## config.mk

```make
export PLATFORM = sky130hd
export DESIGN_NAME = sb_pkg_ctrl
export DESIGN_NICKNAME = d
export VERILOG_FILES = /design/src/hw/sb_state_pkg.sv /design/src/hw/sb_chan_state.sv /design/src/hw/sb_tx_gate.sv /design/src/hw/sb_pkg_ctrl.sv
export SDC_FILE = /design/constraint.sdc
export NUM_CORES = 1
export LEC_CHECK = 0
export ABC_AREA = 0
export BUFFER_PORTS_ARGS = -buffer_cell sky130_fd_sc_hd__buf_2
export CAP_MARGIN = 20
export CORE_ASPECT_RATIO = 0.9
export CORE_MARGIN = 10
export CORE_UTILIZATION = 56
export DETAILED_ROUTE_END_ITERATION = 16
export HOLD_SLACK_MARGIN = 0.12
export PLACE_DENSITY_LB_ADDON = 0.05
export SLEW_MARGIN = 25
export SYNTH_ARGS = -nofsm -noshare
export SYNTH_HDL_FRONTEND = slang
export SYNTH_SLANG_ARGS = --single-unit
export TNS_END_PERCENT = 100
```

## constraint.sdc

```tcl
create_clock -name MCLK -period 3 [get_ports MCLK]
set_input_delay 0.3 -clock MCLK [delete_from_list [all_inputs] [get_ports MCLK]]
set_output_delay 0.3 -clock MCLK [all_outputs]
set_load 0.05 [all_outputs]
```

## src/hw/sb_state_pkg.sv

```systemverilog
// constants, types and state encodings of the sideband package/channel state controller
`default_nettype none
package sb_state_pkg;

  localparam int CLK_PERIOD_NS = 5;
  localparam int T4_US = 2000;
  localparam int T4_CYC_DEF = (T4_US * 1000 + CLK_PERIOD_NS - 1) / CLK_PERIOD_NS;
  localparam int PKG_DLY_DEF = 64;
  localparam int CH_DLY_DEF = 128;
  localparam int CNT_W = 20;

  ////////////////////////////////////////////////////////////////////////////////
  localparam logic [4:0] REG_CTRL = 5'h00;
  localparam logic [4:0] REG_STATUS = 5'h04;
  localparam logic [4:0] REG_IRQ_STAT = 5'h08;
  localparam logic [4:0] REG_IRQ_MASK = 5'h0C;

  localparam int CTRL_FORCE_INIT = 0;
  localparam int CTRL_ARB_SUP = 1;
  localparam logic CTRL_ARB_SUP_RST = 1'b1;

  localparam int ST_PWR = 0;
  localparam int ST_PKG_READY = 1;
  localparam int ST_SELECTED = 2;
  localparam int ST_ARB_EN = 3;
  localparam int ST_TOKEN = 4;
  localparam int ST_DRV_EN = 5;
  localparam int ST_INIT_LSB = 8;
  localparam int ST_ENA_LSB = 16;

  localparam int IRQ_W = 4;
  localparam int IRQ_INIT_ENTERED = 0;
  localparam int IRQ_SEL_CHANGED = 1;
  localparam int IRQ_INIT_FAIL = 2;
  localparam int IRQ_POWER_DOWN = 3;
  localparam logic [IRQ_W-1:0] IRQ_MASK_RST = 4'h0;

  ////////////////////////////////////////////////////////////////////////////////
  localparam logic [7:0] OP_CLEAR_INIT = 8'h20;
  localparam logic [7:0] OP_SELECT = 8'h21;
  localparam logic [7:0] OP_DESELECT = 8'h22;
  localparam logic [7:0] OP_CH_ENABLE = 8'h23;
  localparam logic [7:0] OP_CH_DISABLE = 8'h24;
  localparam logic [7:0] OP_CH_RESET = 8'h25;
  localparam logic [4:0] PKG_CHAN = 5'h1F;

  typedef struct packed {
    logic valid;
    logic [7:0] chid;
    logic [7:0] op;
    logic oem;
    logic arg;
  } cmd_t;

  typedef struct packed {
    logic valid;
    logic ok;
    logic fail_init;
  } rsp_t;

  typedef struct packed {
    logic clear_init;
    logic enable;
    logic disable_ch;
    logic reset_ch;
  } ch_cmd_t;

  typedef enum logic [2:0] {CH_OFF, CH_NOT_READY, CH_INITIAL, CH_DISABLED, CH_ENABLED} ch_state_t;
  typedef enum logic [1:0] {PK_DOWN, PK_NOT_READY, PK_READY} pkg_state_t;

endpackage : sb_state_pkg
`default_nettype wire

```

## src/hw/sb_chan_state.sv

```systemverilog
// one channel: power-up delay, initial state, enabled and disabled sub-states
`timescale 1ns/10ps
`default_nettype none
module sb_chan_state
  import sb_state_pkg::*;
#(
  parameter int DLY_CYC = CH_DLY_DEF
) (
  input wire logic clk,
  input wire logic rst_n,
  input wire logic power_up,
  input wire logic force_init,
  input wire ch_cmd_t cmd,
  output ch_state_t state
);

  typedef struct packed {
    ch_state_t st;
    logic [CNT_W-1:0] cnt;
  } chan_t;

  localparam chan_t CHAN_RST = '{st: CH_OFF, cnt: '0};

  chan_t s_reg;
  chan_t s_next;

  always_comb begin
    s_next = s_reg;
    case (s_reg.st)
      CH_OFF: begin
        if (power_up) begin
          s_next.st = CH_NOT_READY;
          s_next.cnt = '0;
        end
      end
      CH_NOT_READY: begin
        s_next.cnt = s_reg.cnt + CNT_W'(1);
        if (s_reg.cnt >= CNT_W'(DLY_CYC - 1)) begin
          s_next.st = CH_INITIAL;
        end
      end
      CH_INITIAL: begin
        if (cmd.clear_init) begin
          s_next.st = CH_DISABLED;
        end
      end
      CH_DISABLED: begin
        if (cmd.reset_ch) begin
          s_next.st = CH_INITIAL;
        end else if (cmd.enable) begin
          s_next.st = CH_ENABLED;
        end
      end
      CH_ENABLED: begin
        if (cmd.reset_ch) begin
          s_next.st = CH_INITIAL;
        end else if (cmd.disable_ch) begin
          s_next.st = CH_DISABLED;
        end
      end
      default: s_next.st = CH_OFF;
    endcase
    // loss of settings drops straight into initial, never into enabled
    if (force_init && (s_reg.st == CH_DISABLED || s_reg.st == CH_ENABLED)) begin
      s_next.st = CH_INITIAL;
    end
    if (!power_up) begin
      s_next.st = CH_OFF;
    end
  end

  always_ff @(posedge clk or negedge rst_n) begin
    if (!rst_n) begin
      s_reg <= CHAN_RST;
    end else begin
      s_reg <= s_next;
    end
  end

  assign state = s_reg.st;

  property p_init_hold;
    @(posedge clk) disable iff (!rst_n)
      (s_reg.st == CH_INITIAL && power_up && !cmd.clear_init) |=> (s_reg.st == CH_INITIAL);
  endproperty
  a_init_hold: assert property (p_init_hold) else $error("initial state left without clear");

  property p_init_exit;
    @(posedge clk) disable iff (!rst_n)
      (s_reg.st == CH_INITIAL) |=> (s_reg.st inside {CH_INITIAL, CH_DISABLED, CH_OFF});
  endproperty
  a_init_exit: assert property (p_init_exit) else $error("initial state left to enabled");

endmodule : sb_chan_state
`default_nettype wire

```

## src/hw/sb_tx_gate.sv

```systemverilog
// transmit gate: driver enable and grants from selection, arbitration and channel enables
`timescale 1ns/10ps
`default_nettype none
module sb_tx_gate
  import sb_state_pkg::*;
#(
  parameter int N = 2
) (
  input wire logic clk,
  input wire logic rst_n,
  input wire logic powered,
  input wire logic selected,
  input wire logic arb_en,
  input wire logic token,
  input wire logic rsp_req,
  input wire logic [N-1:0] unreq_req,
  input wire logic [N-1:0] ch_enabled,
  output logic drv_en,
  output logic rsp_gnt,
  output logic [N-1:0] unreq_gnt
);

  typedef struct packed {
    logic drv;
    logic rsp;
    logic [N-1:0] unreq;
  } gate_t;

  gate_t g_reg;
  gate_t g_next;
  logic may_tx;
  logic [N-1:0] elig;

  always_comb begin
    g_next = '0;
    // losing the token mid-frame cuts the grant; the framer must abort cleanly
    may_tx = powered && selected && (!arb_en || token);
    elig = unreq_req & ch_enabled;
    g_next.rsp = may_tx && rsp_req;
    if (may_tx && !rsp_req) begin
      g_next.unreq = elig & (~elig + {{(N-1){1'b0}}, 1'b1});
    end
    g_next.drv = g_next.rsp || (|g_next.unreq);
  end

  always_ff @(posedge clk or negedge rst_n) begin
    if (!rst_n) begin
      g_reg <= '0;
    end else begin
      g_reg <= g_next;
    end
  end

  assign drv_en = g_reg.drv;
  assign rsp_gnt = g_reg.rsp;
  assign unreq_gnt = g_reg.unreq;

  property p_drv_sel;
    @(posedge clk) disable iff (!rst_n)
      g_reg.drv |-> ($past(selected) && $past(powered));
  endproperty
  a_drv_sel: assert property (p_drv_sel) else $error("drivers on while not selected");

  property p_arb_token;
    @(posedge clk) disable iff (!rst_n)
      (g_reg.drv && $past(arb_en)) |-> $past(token);
  endproperty
  a_arb_token: assert property (p_arb_token) else $error("transmit without token");

  property p_no_arb;
    @(posedge clk) disable iff (!rst_n)
      (powered && selected && !arb_en && rsp_req) |=> (rsp_gnt && drv_en);
  endproperty
  a_no_arb: assert property (p_no_arb) else $error("selected package not granted");

  property p_unreq_ena;
    @(posedge clk) disable iff (!rst_n)
      (unreq_gnt != '0) |-> ((unreq_gnt & ~$past(ch_enabled)) == '0);
  endproperty
  a_unreq_ena: assert property (p_unreq_ena) else $error("disabled channel sent unrequested");

endmodule : sb_tx_gate
`default_nettype wire

```

## src/hw/sb_pkg_ctrl.sv

```systemverilog
// package/channel operating-state controller with Avalon-MM registers and interrupt
`timescale 1ns/10ps
`default_nettype none
module sb_pkg_ctrl
  import sb_state_pkg::*;
#(
  parameter int NUM_CH = 2,
  parameter int T4_CYC = T4_CYC_DEF,
  parameter int PKG_DLY = PKG_DLY_DEF,
  parameter int CH_DLY = CH_DLY_DEF
) (
  input wire logic MCLK,
  input wire logic RST_N,
  input wire logic IF_POWER,
  input wire logic ARB_TOKEN,
  input wire logic [2:0] PKG_ID_STRAP,
  input wire cmd_t CMD,
  output var rsp_t RSP,
  input wire logic TX_RSP_REQ,
  input wire logic [NUM_CH-1:0] TX_UNREQ_REQ,
  output logic TX_DRV_EN,
  output logic TX_RSP_GNT,
  output logic [NUM_CH-1:0] TX_UNREQ_GNT,
  input wire logic [4:0] AVS_ADDRESS,
  input wire logic AVS_READ,
  input wire logic AVS_WRITE,
  input wire logic [31:0] AVS_WRITEDATA,
  input wire logic [3:0] AVS_BYTEENABLE,
  output logic [31:0] AVS_READDATA,
  output logic AVS_WAITREQUEST,
  output logic IRQ
);

  typedef struct packed {
    logic pwr_s1;
    logic pwr_s2;
    logic tok_s1;
    logic tok_s2;
    logic [2:0] id_s1;
    logic [2:0] id_s2;
    logic [1:0] id_age;
    logic [2:0] pkg_id;
    pkg_state_t pst;
    logic [CNT_W-1:0] pcnt;
    logic selected;
    logic arb_en;
    logic arb_sup;
    logic force_init;
    logic [NUM_CH-1:0] init_prev;
    rsp_t rsp;
    logic waitreq;
    logic [31:0] rdata;
    logic [IRQ_W-1:0] clr_mask;
    logic [IRQ_W-1:0] irq_stat;
    logic [IRQ_W-1:0] irq_mask;
    logic irq;
  } top_t;

  localparam top_t TOP_RST = '{
    pst: PK_DOWN,
    arb_sup: CTRL_ARB_SUP_RST,
    waitreq: 1'b1,
    irq_mask: IRQ_MASK_RST,
    default: '0
  };

  top_t s_reg;
  top_t s_next;

  ch_state_t ch_st [NUM_CH];
  ch_cmd_t ch_cmd [NUM_CH];
  logic [NUM_CH-1:0] hit;
  logic [NUM_CH-1:0] ch_rdy;
  logic [NUM_CH-1:0] ch_init;
  logic [NUM_CH-1:0] ch_ena;
  logic pkg_cmd;
  logic pkg_sel_op;
  logic fail_init_now;
  logic gate_drv;
  logic gate_rsp;
  logic [NUM_CH-1:0] gate_unreq;

  ////////////////////////////////////////////////////////////////////////////////
  // package-level decode
  assign pkg_cmd = CMD.valid && (CMD.chid == {s_reg.pkg_id, PKG_CHAN});
  assign pkg_sel_op = (CMD.op == OP_SELECT) || (CMD.op == OP_DESELECT);
  // only non-vendor commands other than clear-initial are refused in initial state
  assign fail_init_now = |(hit & ch_init) && !CMD.oem && (CMD.op != OP_CLEAR_INIT);

  ////////////////////////////////////////////////////////////////////////////////
  // per-channel address match and state
  genvar gi;
  generate
    for (gi = 0; gi < NUM_CH; gi++) begin : g_ch
      assign hit[gi] = CMD.valid && (CMD.chid == {s_reg.pkg_id, 5'(gi)});
      assign ch_rdy[gi] = ch_st[gi] inside {CH_INITIAL, CH_DISABLED, CH_ENABLED};
      assign ch_init[gi] = (ch_st[gi] == CH_INITIAL);
      assign ch_ena[gi] = (ch_st[gi] == CH_ENABLED);
      // a refused command must not move the channel
      always_comb begin
        ch_cmd[gi].clear_init = hit[gi] && ch_rdy[gi] && (CMD.op == OP_CLEAR_INIT);
        ch_cmd[gi].enable = hit[gi] && ch_rdy[gi] && !fail_init_now && (CMD.op == OP_CH_ENABLE);
        ch_cmd[gi].disable_ch = hit[gi] && ch_rdy[gi] && !fail_init_now &&
                                (CMD.op == OP_CH_DISABLE);
        ch_cmd[gi].reset_ch = hit[gi] && ch_rdy[gi] && !fail_init_now && (CMD.op == OP_CH_RESET);
      end
      sb_chan_state #(
        .DLY_CYC(CH_DLY)
      ) u_chan (
        .clk(MCLK),
        .rst_n(RST_N),
        .power_up(s_reg.pwr_s2),
        .force_init(s_reg.force_init),
        .cmd(ch_cmd[gi]),
        .state(ch_st[gi])
      );
    end
  endgenerate

  ////////////////////////////////////////////////////////////////////////////////
  sb_tx_gate #(
    .N(NUM_CH)
  ) u_gate (
    .clk(MCLK),
    .rst_n(RST_N),
    .powered(s_reg.pwr_s2),
    .selected(s_reg.selected),
    .arb_en(s_reg.arb_en),
    .token(s_reg.tok_s2),
    .rsp_req(TX_RSP_REQ),
    .unreq_req(TX_UNREQ_REQ),
    .ch_enabled(ch_ena),
    .drv_en(gate_drv),
    .rsp_gnt(gate_rsp),
    .unreq_gnt(gate_unreq)
  );

  ////////////////////////////////////////////////////////////////////////////////
  always_comb begin
    logic ack;
    logic [31:0] rd;
    logic [IRQ_W-1:0] ev;
    ack = 1'b0;
    rd = '0;
    ev = '0;
    s_next = s_reg;

    // pin synchronisers and strap capture after reset release
    s_next.pwr_s1 = IF_POWER;
    s_next.pwr_s2 = s_reg.pwr_s1;
    s_next.tok_s1 = ARB_TOKEN;
    s_next.tok_s2 = s_reg.tok_s1;
    s_next.id_s1 = PKG_ID_STRAP;
    s_next.id_s2 = s_reg.id_s1;
    if (s_reg.id_age != 2'h3) begin
      s_next.id_age = s_reg.id_age + 2'h1;
      s_next.pkg_id = s_reg.id_s2;
    end

    // package readiness
    case (s_reg.pst)
      PK_DOWN: begin
        if (s_reg.pwr_s2) begin
          s_next.pst = PK_NOT_READY;
          s_next.pcnt = '0;
          s_next.arb_en = s_reg.arb_sup;
        end
      end
      PK_NOT_READY: begin
        s_next.pcnt = s_reg.pcnt + CNT_W'(1);
        if (s_reg.pcnt >= CNT_W'(PKG_DLY - 1)) begin
          s_next.pst = PK_READY;
        end
      end
      PK_READY: begin
      end
      default: s_next.pst = PK_DOWN;
    endcase

    // command answer, one cycle after the command
    s_next.rsp = '0;
    if (pkg_cmd && s_reg.pst == PK_READY) begin
      s_next.rsp.valid = 1'b1;
      s_next.rsp.ok = pkg_sel_op;
      if (CMD.op == OP_SELECT) begin
        s_next.selected = 1'b1;
        s_next.arb_en = s_reg.arb_sup && !CMD.arg;
      end else if (CMD.op == OP_DESELECT) begin
        s_next.selected = 1'b0;
      end
    end else if (|(hit & ch_rdy)) begin
      s_next.rsp.valid = 1'b1;
      s_next.rsp.ok = !fail_init_now;
      s_next.rsp.fail_init = fail_init_now;
    end
    if (!s_reg.pwr_s2) begin
      s_next.pst = PK_DOWN;
      s_next.selected = 1'b0;
      s_next.rsp = '0;
    end

    // events
    s_next.init_prev = ch_init;
    ev[IRQ_INIT_ENTERED] = |(ch_init & ~s_reg.init_prev);
    ev[IRQ_SEL_CHANGED] = (s_next.selected != s_reg.selected);
    ev[IRQ_INIT_FAIL] = s_next.rsp.fail_init;
    ev[IRQ_POWER_DOWN] = (s_reg.pst != PK_DOWN) && !s_reg.pwr_s2;

    // register read data
    case (AVS_ADDRESS)
      REG_CTRL: rd[CTRL_ARB_SUP] = s_reg.arb_sup;
      REG_STATUS: begin
        rd[ST_PWR] = s_reg.pwr_s2;
        rd[ST_PKG_READY] = (s_reg.pst == PK_READY);
        rd[ST_SELECTED] = s_reg.selected;
        rd[ST_ARB_EN] = s_reg.arb_en;
        rd[ST_TOKEN] = s_reg.tok_s2;
        rd[ST_DRV_EN] = gate_drv;
        rd[ST_INIT_LSB +: NUM_CH] = ch_init;
        rd[ST_ENA_LSB +: NUM_CH] = ch_ena;
      end
      // include this cycle's events so a bit set at capture is reported, not lost
      REG_IRQ_STAT: rd[IRQ_W-1:0] = s_reg.irq_stat | ev;
      REG_IRQ_MASK: rd[IRQ_W-1:0] = s_reg.irq_mask;
      default: rd = '0;
    endcase

    // one wait state per access
    s_next.force_init = 1'b0;
    if ((AVS_READ || AVS_WRITE) && s_reg.waitreq) begin
      s_next.waitreq = 1'b0;
      s_next.rdata = rd;
      s_next.clr_mask = (AVS_READ && AVS_ADDRESS == REG_IRQ_STAT) ? rd[IRQ_W-1:0] : '0;
    end else begin
      s_next.waitreq = 1'b1;
      ack = (AVS_READ || AVS_WRITE) && !s_reg.waitreq;
    end
    if (ack && AVS_WRITE && AVS_BYTEENABLE[0]) begin
      if (AVS_ADDRESS == REG_CTRL) begin
        s_next.force_init = AVS_WRITEDATA[CTRL_FORCE_INIT];
        s_next.arb_sup = AVS_WRITEDATA[CTRL_ARB_SUP];
      end else if (AVS_ADDRESS == REG_IRQ_MASK) begin
        s_next.irq_mask = AVS_WRITEDATA[IRQ_W-1:0];
      end
    end

    // read clears only the bits it reported; a new event wins
    if (ack && AVS_READ) begin
      s_next.irq_stat = (s_reg.irq_stat & ~s_reg.clr_mask) | ev;
    end else begin
      s_next.irq_stat = s_reg.irq_stat | ev;
    end
    s_next.irq = |(s_next.irq_stat & s_next.irq_mask);
  end

  always_ff @(posedge MCLK or negedge RST_N) begin
    if (!RST_N) begin
      s_reg <= TOP_RST;
    end else begin
      s_reg <= s_next;
    end
  end

  assign RSP = s_reg.rsp;
  assign TX_DRV_EN = gate_drv;
  assign TX_RSP_GNT = gate_rsp;
  assign TX_UNREQ_GNT = gate_unreq;
  assign AVS_READDATA = s_reg.rdata;
  assign AVS_WAITREQUEST = s_reg.waitreq;
  assign IRQ = s_reg.irq;

  ////////////////////////////////////////////////////////////////////////////////
  // cycles since power up spent with any channel not yet reachable
  logic [CNT_W-1:0] t4_cnt;
  always_ff @(posedge MCLK or negedge RST_N) begin
    if (!RST_N) begin
      t4_cnt <= '0;
    end else if (s_reg.pwr_s2 && (|(~ch_rdy))) begin
      t4_cnt <= t4_cnt + CNT_W'(1);
    end else begin
      t4_cnt <= '0;
    end
  end

  property p_t4_bound;
    @(posedge MCLK) disable iff (!RST_N)
      t4_cnt <= CNT_W'(T4_CYC);
  endproperty
  a_t4_bound: assert property (p_t4_bound) else $error("channel missed T4 after power up");

  property p_pkg_ready;
    @(posedge MCLK) disable iff (!RST_N)
      ($past(pkg_cmd) && RSP.valid) |-> ($past(s_reg.pst) == PK_READY);
  endproperty
  a_pkg_ready: assert property (p_pkg_ready) else $error("package answered while not ready");

  property p_sel_normal;
    @(posedge MCLK) disable iff (!RST_N)
      (pkg_cmd && pkg_sel_op && s_reg.pst == PK_READY && s_reg.pwr_s2 && (|ch_init))
      |=> (RSP.valid && RSP.ok && !RSP.fail_init);
  endproperty
  a_sel_normal: assert property (p_sel_normal) else $error("select not answered normally");

  property p_ch_accept;
    @(posedge MCLK) disable iff (!RST_N)
      (!pkg_cmd && (|(hit & ch_rdy)) && s_reg.pwr_s2) |=> RSP.valid;
  endproperty
  a_ch_accept: assert property (p_ch_accept) else $error("ready channel did not answer");

  property p_ch_refuse;
    @(posedge MCLK) disable iff (!RST_N)
      (CMD.valid && !pkg_cmd && (|hit) && !(|(hit & ch_rdy))) |=> !RSP.valid;
  endproperty
  a_ch_refuse: assert property (p_ch_refuse) else $error("not-ready channel answered");

  property p_init_fail;
    @(posedge MCLK) disable iff (!RST_N)
      (!pkg_cmd && fail_init_now && s_reg.pwr_s2) |=> (RSP.valid && RSP.fail_init && !RSP.ok);
  endproperty
  a_init_fail: assert property (p_init_fail) else $error("initial state command not failed");

  property p_power_down;
    @(posedge MCLK) disable iff (!RST_N)
      (!s_reg.pwr_s2 [*2]) |-> (!RSP.valid && !TX_DRV_EN && !s_reg.selected);
  endproperty
  a_power_down: assert property (p_power_down) else $error("activity while powered down");

endmodule : sb_pkg_ctrl
`default_nettype wire

```

# After elaboration in Yosys (flattened, before gate mapping)
# Cells that the tools add are included.
dict set report totals {
  regBits 120
  word_cells 210
  out_inout_bits 41
  inputBits 72
}
dict set report classes {
  n_mux 54
  add_sub_neg 5
  n_bitwise 12
  n_eq_ne 38
  n_reduce_logical 67
  n_lt_le_gt_ge 3
}
# op count
set ops {}
lappend ops {{20-bit one-hot mux with 2 select lines} 3}
lappend ops {{20-bit by 1-bit adder with 20-bit output, second input constant} 3}
lappend ops {{3-bit two-way mux} 18}
lappend ops {{8-bit by 6-bit equality test with 1-bit output, second input constant} 6}
lappend ops {{23-bit two-way mux} 2}
lappend ops {{20-bit by 7-bit >= comparator with 1-bit output, second input constant} 2}
lappend ops {{1-bit logical AND} 32}
lappend ops {{3-bit one-hot mux with 5 select lines} 2}
lappend ops {{8-bit equality test} 3}
lappend ops {{22-bit two-way mux} 1}
lappend ops {{20-bit by 6-bit >= comparator with 1-bit output, second input constant} 1}
lappend ops {{4-bit two-way mux} 5}
lappend ops {{2-bit two-way mux} 8}
lappend ops {{3-bit by 2-bit equality test with 1-bit output, second input constant} 4}
lappend ops {{2-bit one-hot mux with 3 select lines} 2}
lappend ops {{1-bit two-way mux} 11}
lappend ops {{2-bit AND} 5}
lappend ops {{5-bit by 4-bit equality test with 1-bit output, second input constant} 2}
lappend ops {{2-bit inequality test, second input constant} 5}
lappend ops {{5-bit by 4-bit inequality test with 1-bit output, second input constant} 2}
lappend ops {{5-bit inequality test, second input constant} 2}
lappend ops {{2-bit AND reduction} 5}
lappend ops {{4-bit AND} 2}
lappend ops {{4-bit by 2-bit inequality test with 1-bit output, second input constant} 2}
lappend ops {{25 further kinds} 51}

# Longest topological paths before layout
dict set report depth {
  ltp_word 14
  depth_mapped 9
}

# Hierarchy
# From an unflattened synthesis, not the netlist that was laid out.
dict set report hier_totals {
  cells_unflattened 655
  hier_area_um2 6347.3
}
# module n_inst area_per_inst_um2 cells_per_inst
set modules_own_cells {}
lappend modules_own_cells {sb_pkg_ctrl 1 3617.2 363}
lappend modules_own_cells {sb_chan_state 2 1288.7 139}
lappend modules_own_cells {sb_tx_gate 1 152.6 14}

# Worst setup path before layout
# No wires, ideal clock.
dict set report synth_timing {
  path_type {input -> register}
  start {input port CMD[11] (netlist name)}
  end {register g_ch[0].u_chan.s_reg, in the netlist g_ch[0].u_chan.state[0]}
  setup_time_ns 0.066
  required_time_ns 2.934
  t_arrival_ns 2.302
  n_path_buf 1
  slack_ns 0.633
  cell_stages 7
  path_cell_list {or4_4 > or2_0 > clkbuf_1 > or4_1 > a211o_1 > nor3b_2 > a22o_1}
}
dict set report synth_via {
  elab_chain_len 13
}
# element line
set synth_rtl {}
lappend synth_rtl {{start, declared} sb_pkg_ctrl.sv:17} ;# input wire cmd_t CMD,
lappend synth_rtl {{8-bit equality test} sb_pkg_ctrl.sv:95} ;# assign hit[gi] = CMD.valid && (CMD.chid == {s_reg.pkg_id, 5'(gi)});
lappend synth_rtl {{1-bit logical AND} sb_pkg_ctrl.sv:95}
lappend synth_rtl {{2-bit AND} sb_pkg_ctrl.sv:88} ;# assign fail_init_now = |(hit & ch_init) && !CMD.oem && (CMD.op != OP_CLEAR_INIT);
lappend synth_rtl {{2-bit OR reduction} sb_pkg_ctrl.sv:88}
lappend synth_rtl {{1-bit logical AND (2 in a row)} sb_pkg_ctrl.sv:88}
lappend synth_rtl {{1-bit zero test} {sb_pkg_ctrl.sv:102, sb_pkg_ctrl.sv:103, sb_pkg_ctrl.sv:105}}
lappend synth_rtl {{1-bit logical AND} {sb_pkg_ctrl.sv:102, sb_pkg_ctrl.sv:103, sb_pkg_ctrl.sv:105}}
lappend synth_rtl {{1-bit logical AND} sb_pkg_ctrl.sv:105} ;# ch_cmd[gi].reset_ch = hit[gi] && ch_rdy[gi] && !fail_init_now && (CMD.op == OP_CH_RESET);
lappend synth_rtl {{3-bit two-way mux (on tied branches)} {sb_chan_state.sv:55, sb_chan_state.sv:48}}
lappend synth_rtl {{3-bit one-hot mux with 5 select lines} sb_chan_state.sv:29} ;# case (s_reg.st)
lappend synth_rtl {{3-bit two-way mux} sb_chan_state.sv:64} ;# if (force_init && (s_reg.st == CH_DISABLED || s_reg.st == CH_ENABLED)) begin
lappend synth_rtl {{3-bit two-way mux} sb_chan_state.sv:67} ;# if (!power_up) begin
lappend synth_rtl {{end signal, assigned} sb_chan_state.sv:76} ;# s_reg <= s_next;
lappend synth_rtl {{end, declared} sb_chan_state.sv:24} ;# chan_t s_reg;
# Several ways; a longest one is shown, not always the timed one.
# A chain may end at the register's enable or synchronous reset.

# Worst setup path in the final report
dict set report layout_timing {
  start {register s_reg[78] (netlist name)}
  end {register g_ch[0].u_chan.s_reg, in the netlist g_ch[0].u_chan.state[0]}
}
dict set report layout_via {
  elab_chain_len 13
}
# element line
set layout_rtl {}
lappend layout_rtl {{start, declared} sb_pkg_ctrl.sv:67} ;# top_t s_reg;
lappend layout_rtl {{start signal, assigned} sb_pkg_ctrl.sv:260} ;# s_reg <= s_next;
lappend layout_rtl {{8-bit equality test} sb_pkg_ctrl.sv:95}
lappend layout_rtl {{1-bit logical AND} sb_pkg_ctrl.sv:95}
lappend layout_rtl {{2-bit AND} sb_pkg_ctrl.sv:88}
lappend layout_rtl {{2-bit OR reduction} sb_pkg_ctrl.sv:88}
lappend layout_rtl {{1-bit logical AND (2 in a row)} sb_pkg_ctrl.sv:88}
lappend layout_rtl {{1-bit zero test} {sb_pkg_ctrl.sv:102, sb_pkg_ctrl.sv:103, sb_pkg_ctrl.sv:105}}
lappend layout_rtl {{1-bit logical AND} {sb_pkg_ctrl.sv:102, sb_pkg_ctrl.sv:103, sb_pkg_ctrl.sv:105}}
lappend layout_rtl {{1-bit logical AND} sb_pkg_ctrl.sv:105}
lappend layout_rtl {{3-bit two-way mux (on tied branches)} {sb_chan_state.sv:55, sb_chan_state.sv:48}}
lappend layout_rtl {{3-bit one-hot mux with 5 select lines} sb_chan_state.sv:29}
lappend layout_rtl {{3-bit two-way mux} sb_chan_state.sv:64}
lappend layout_rtl {{3-bit two-way mux} sb_chan_state.sv:67}
# Several ways; a longest one is shown, not always the timed one.

==> impl_metrics.env <==
export IMPL_grt_pass1_vias=4795
export IMPL_rsz0062_at_grt="no"
export IMPL_row_count=36
export IMPL_syn_avg_cell_area_sq_um=9.53
export IMPL_clock_root_buffer="clkbuf_16"
export IMPL_core_area_sq_mm=0.0108
export IMPL_setup_tns_ps=0
export IMPL_p_int_w=0.00331
export IMPL_finalCritPeriodShare=0.826
export IMPL_cpPeakStageDelay_ps=530
export IMPL_clk_pin_slew_ps=50
export IMPL_seq_power_share=0.398
export IMPL_vias_per_cell=5.83
export IMPL_io_pins=113
export IMPL_first_pass_iters=5
export IMPL_drtIter0Drc=429
export IMPL_dpl_cell_area_sq_mm=0.00641
export IMPL_die_w_microns=131
export IMPL_fin_util=0.653
export IMPL_ys_top_cells_by_count="118 x dfrtp_1, 88 x nand2_1, 61 x o21ai_0, 38 x nor2_1"
export IMPL_htreeDepth=4
export IMPL_cp_depth=7
export IMPL_ir_worst_vdd_mv=0.542
export IMPL_area_delta_synth_final_pct=13.9
export IMPL_drc=0
export IMPL_fillers=846
export IMPL_max_slew_margin=0.488
export IMPL_clock_sinks=120
export IMPL_die_area_sq_mm=0.0157
export IMPL_io_buffers=59
export IMPL_start_util=0.574
export IMPL_r2r_setup_slack_ps=520
export IMPL_yosysMostFrequentCell="dfrtp_1"
export IMPL_synth_area_leaders="dfrtp_1 48%, nand2_1 5.3%, o21ai_0 4.9%, buf_4 4.4%, nand3_1 2.9%"
export IMPL_clock_skew_ps=10.8
export IMPL_numCtsBuffers=17
export IMPL_rr_startpoint="s_reg[78]"
export IMPL_endpoint="g_ch[0].u_chan.state[0]"
export IMPL_synthCells=651
export IMPL_finalPower_w=0.00466
export IMPL_tightest_slew_ps=767
export IMPL_synth_edf_count=0
export IMPL_worst_slack_ps=521
export IMPL_crit_type="reg -> reg"
export IMPL_cpMaxStageDelayCell="or4_1"
export IMPL_synth_warnings=0
export IMPL_clockPowerShare=0.425
export IMPL_gp_congestion=0.874
export IMPL_period_minus_slack_ps=2480
export IMPL_yosysTopAreaCell="dfrtp_1"
export IMPL_status="complete, no violations"
export IMPL_cts_tree="done"
export IMPL_route_vias_total=4953
export IMPL_netlist_area_sq_mm=0.00620
export IMPL_powerDensity_mw_per_mm2=659
export IMPL_grt_overflow=0
export IMPL_p_switching_w=0.00135
export IMPL_postLayoutCellArea_sq_mm=0.00706
export IMPL_cp_max_fo=6
export IMPL_clk_latency_ps=420
export IMPL_combPwrFrac=0.177
export IMPL_worstSetupEndpointType="flop"
export IMPL_wl_per_cell_microns=16.1
export IMPL_critical_path_top_delay_family="simple AND/OR/NAND/NOR gates"
export IMPL_antenna_found_initial=1
export IMPL_largest_reg_flops=50
export IMPL_wl_microns=13700
export IMPL_finalSetupViolCount=0
export IMPL_ys_ff_latch=120
export IMPL_synth_main_ff_cell="dfrtp_1"
export IMPL_crit_start="s_reg[78]"
export IMPL_finalMaxSlewViolations=0
export IMPL_drv_cap=0
export IMPL_grt_max_degree=62
export IMPL_reg2reg_to="g_ch[0].u_chan.state[0]"
export IMPL_crit_chain="xnor2_1, nand4_1, or2_0, or4_1, a211o_1, nor3b_2, a22o_1"
export IMPL_dpl_hpwl_microns=9630
export IMPL_required_ps=3360
export IMPL_fp_dieH_microns=120
export IMPL_grt_pass1_wl_microns=23000
export IMPL_yosysTopAreaCellShare=0.476
export IMPL_p_sw_frac=0.290
export IMPL_max_clock_freq_mhz=403
export IMPL_arrival_ps=2840
export IMPL_grt_use_total=0.181
export IMPL_cts_buffer_depth=2
export IMPL_finalHoldViolCount=0
export IMPL_ys_async_sr_fraction=1.00
export IMPL_hp_class="in -> reg"
export IMPL_seq_area_frac_synth=0.485
export IMPL_rr_worst_depth=7
export IMPL_p_leak_nw=3.31
export IMPL_ys_types=69
export IMPL_dpl_worst_slack_ps=384
export IMPL_fin_nets=779
export IMPL_critPathBufInv=0
export IMPL_worst_setup_path_start_kind="flop"
export IMPL_drive_gt1_frac=0.173
export IMPL_antenna_left=0
[worst reg2reg max path, cell delays in order (launching register included)]
cell and delay, ps:
dfrtp_1 390, xnor2_1 190, nand4_1 200, or2_0 380, or4_1 530, a211o_1 380, nor3b_2 200, a22o_1 150
[layer usage]
layer / share of wire / up-vias / wire [microns] / GRT usage
met1: 0.44 / 2383 / 6080 / 0.231
met3: 0.061 / 21 / 838 / 0.0515
li1: - / 2417 / - / -
met2: 0.48 / 132 / 6560 / 0.280
met4: 0.016 / 0 / 225 / 0.0799
met5: 0 / - / 0 / 0
[kinds of logic (layout without fill, tap and decap cells)]
group           count (synthesis)  after routing  share of synthesized area
simple gates                  274            274                      0.233
compound gates                152            152                      0.157
flops                         120            120                      0.485
buf+inv                        71            115                     0.0692
mux                            25             25                     0.0426
fa+ha+maj                       4              4                    0.00807
xor+xnor                        4              4                    0.00565
other cells                     1             23                   0.000605
[power groups by stage]
stage | Clock [W] | Combinational (W) | Sequential, W
2_1_floorplan | 0 | 0.000665 | 0.00184
3_3_place_gp | 0 | 0.000795 | 0.00187
3_5_place_dp | 0 | 0.000814 | 0.00188
4_1_cts | 0.00201 | 0.000827 | 0.00185
5_1_grt | 0.00209 | 0.000929 | 0.00188
6_report | 0.00198 | 0.000823 | 0.00186
[metrics by stage]
step,std cells,hold WS (ps)
after floorplan,672,4.41
after global placement,810,334
after detailed placement,810,335
after CTS,849,125
after global routing,850,144
final,850,135
[area by class of cell]
cell class                 instances  area (sq um)  area share
clock buffer                      21           440      0.0623
tap                              133           166      0.0236
multi-input combinational        481          2850       0.403
timing repair buffer              72           425      0.0602
antenna                            1          2.50    0.000354
inverter                          11          41.3     0.00584
clock inverter                    11           133      0.0188
sequential                       120          3010       0.425
[worst min-delay path by stage]
stage	from	endpoint	slack, ps	cells past startpoint
3_5_place_dp	s_next[83]	s_reg[83]	330	0
2_1_floorplan	RST_N	AVS_READDATA[0]	4	0
6_report	AVS_WRITEDATA[2]	s_reg[3]	130	2
5_1_grt	AVS_WRITEDATA[2]	s_reg[3]	140	2
4_1_cts	AVS_WRITEDATA[2]	s_reg[3]	120	2
3_3_place_gp	s_next[83]	s_reg[83]	330	0
[cells in the final DEF (no fill, tap or decap), types with 7 or more instances in the layout]
cell,synthesis,routed
dfrtp_1,118,118
nand2_1,88,88
o21ai_0,61,61
buf_2,1,58
nor2_1,38,38
nand3_1,36,36
and3_1,23,23
conb_1,1,22
clkbuf_16,0,17
mux2i_1,14,14
nor4_1,14,14
a21oi_1,13,13
a22o_1,13,13
nand4_1,11,11
inv_1,11,11
nor3_1,11,11
mux2_2,11,11
o31ai_1,11,11
o211ai_1,9,9
a21o_1,8,8
a31oi_1,8,8
and2_1,7,7
clkinv_2,0,7
dlygate4sd3_1,0,7
[repair_timing]
| item | CTS | global route |
|---|---|---|
| resized for setup | 0 | 0 |
| setup buffers | 0 | 0 |
| hold buffers | 7 | 0 |
| hold endpoints to repair | 65 | 0 |
(Power assumes the default switching activity.)
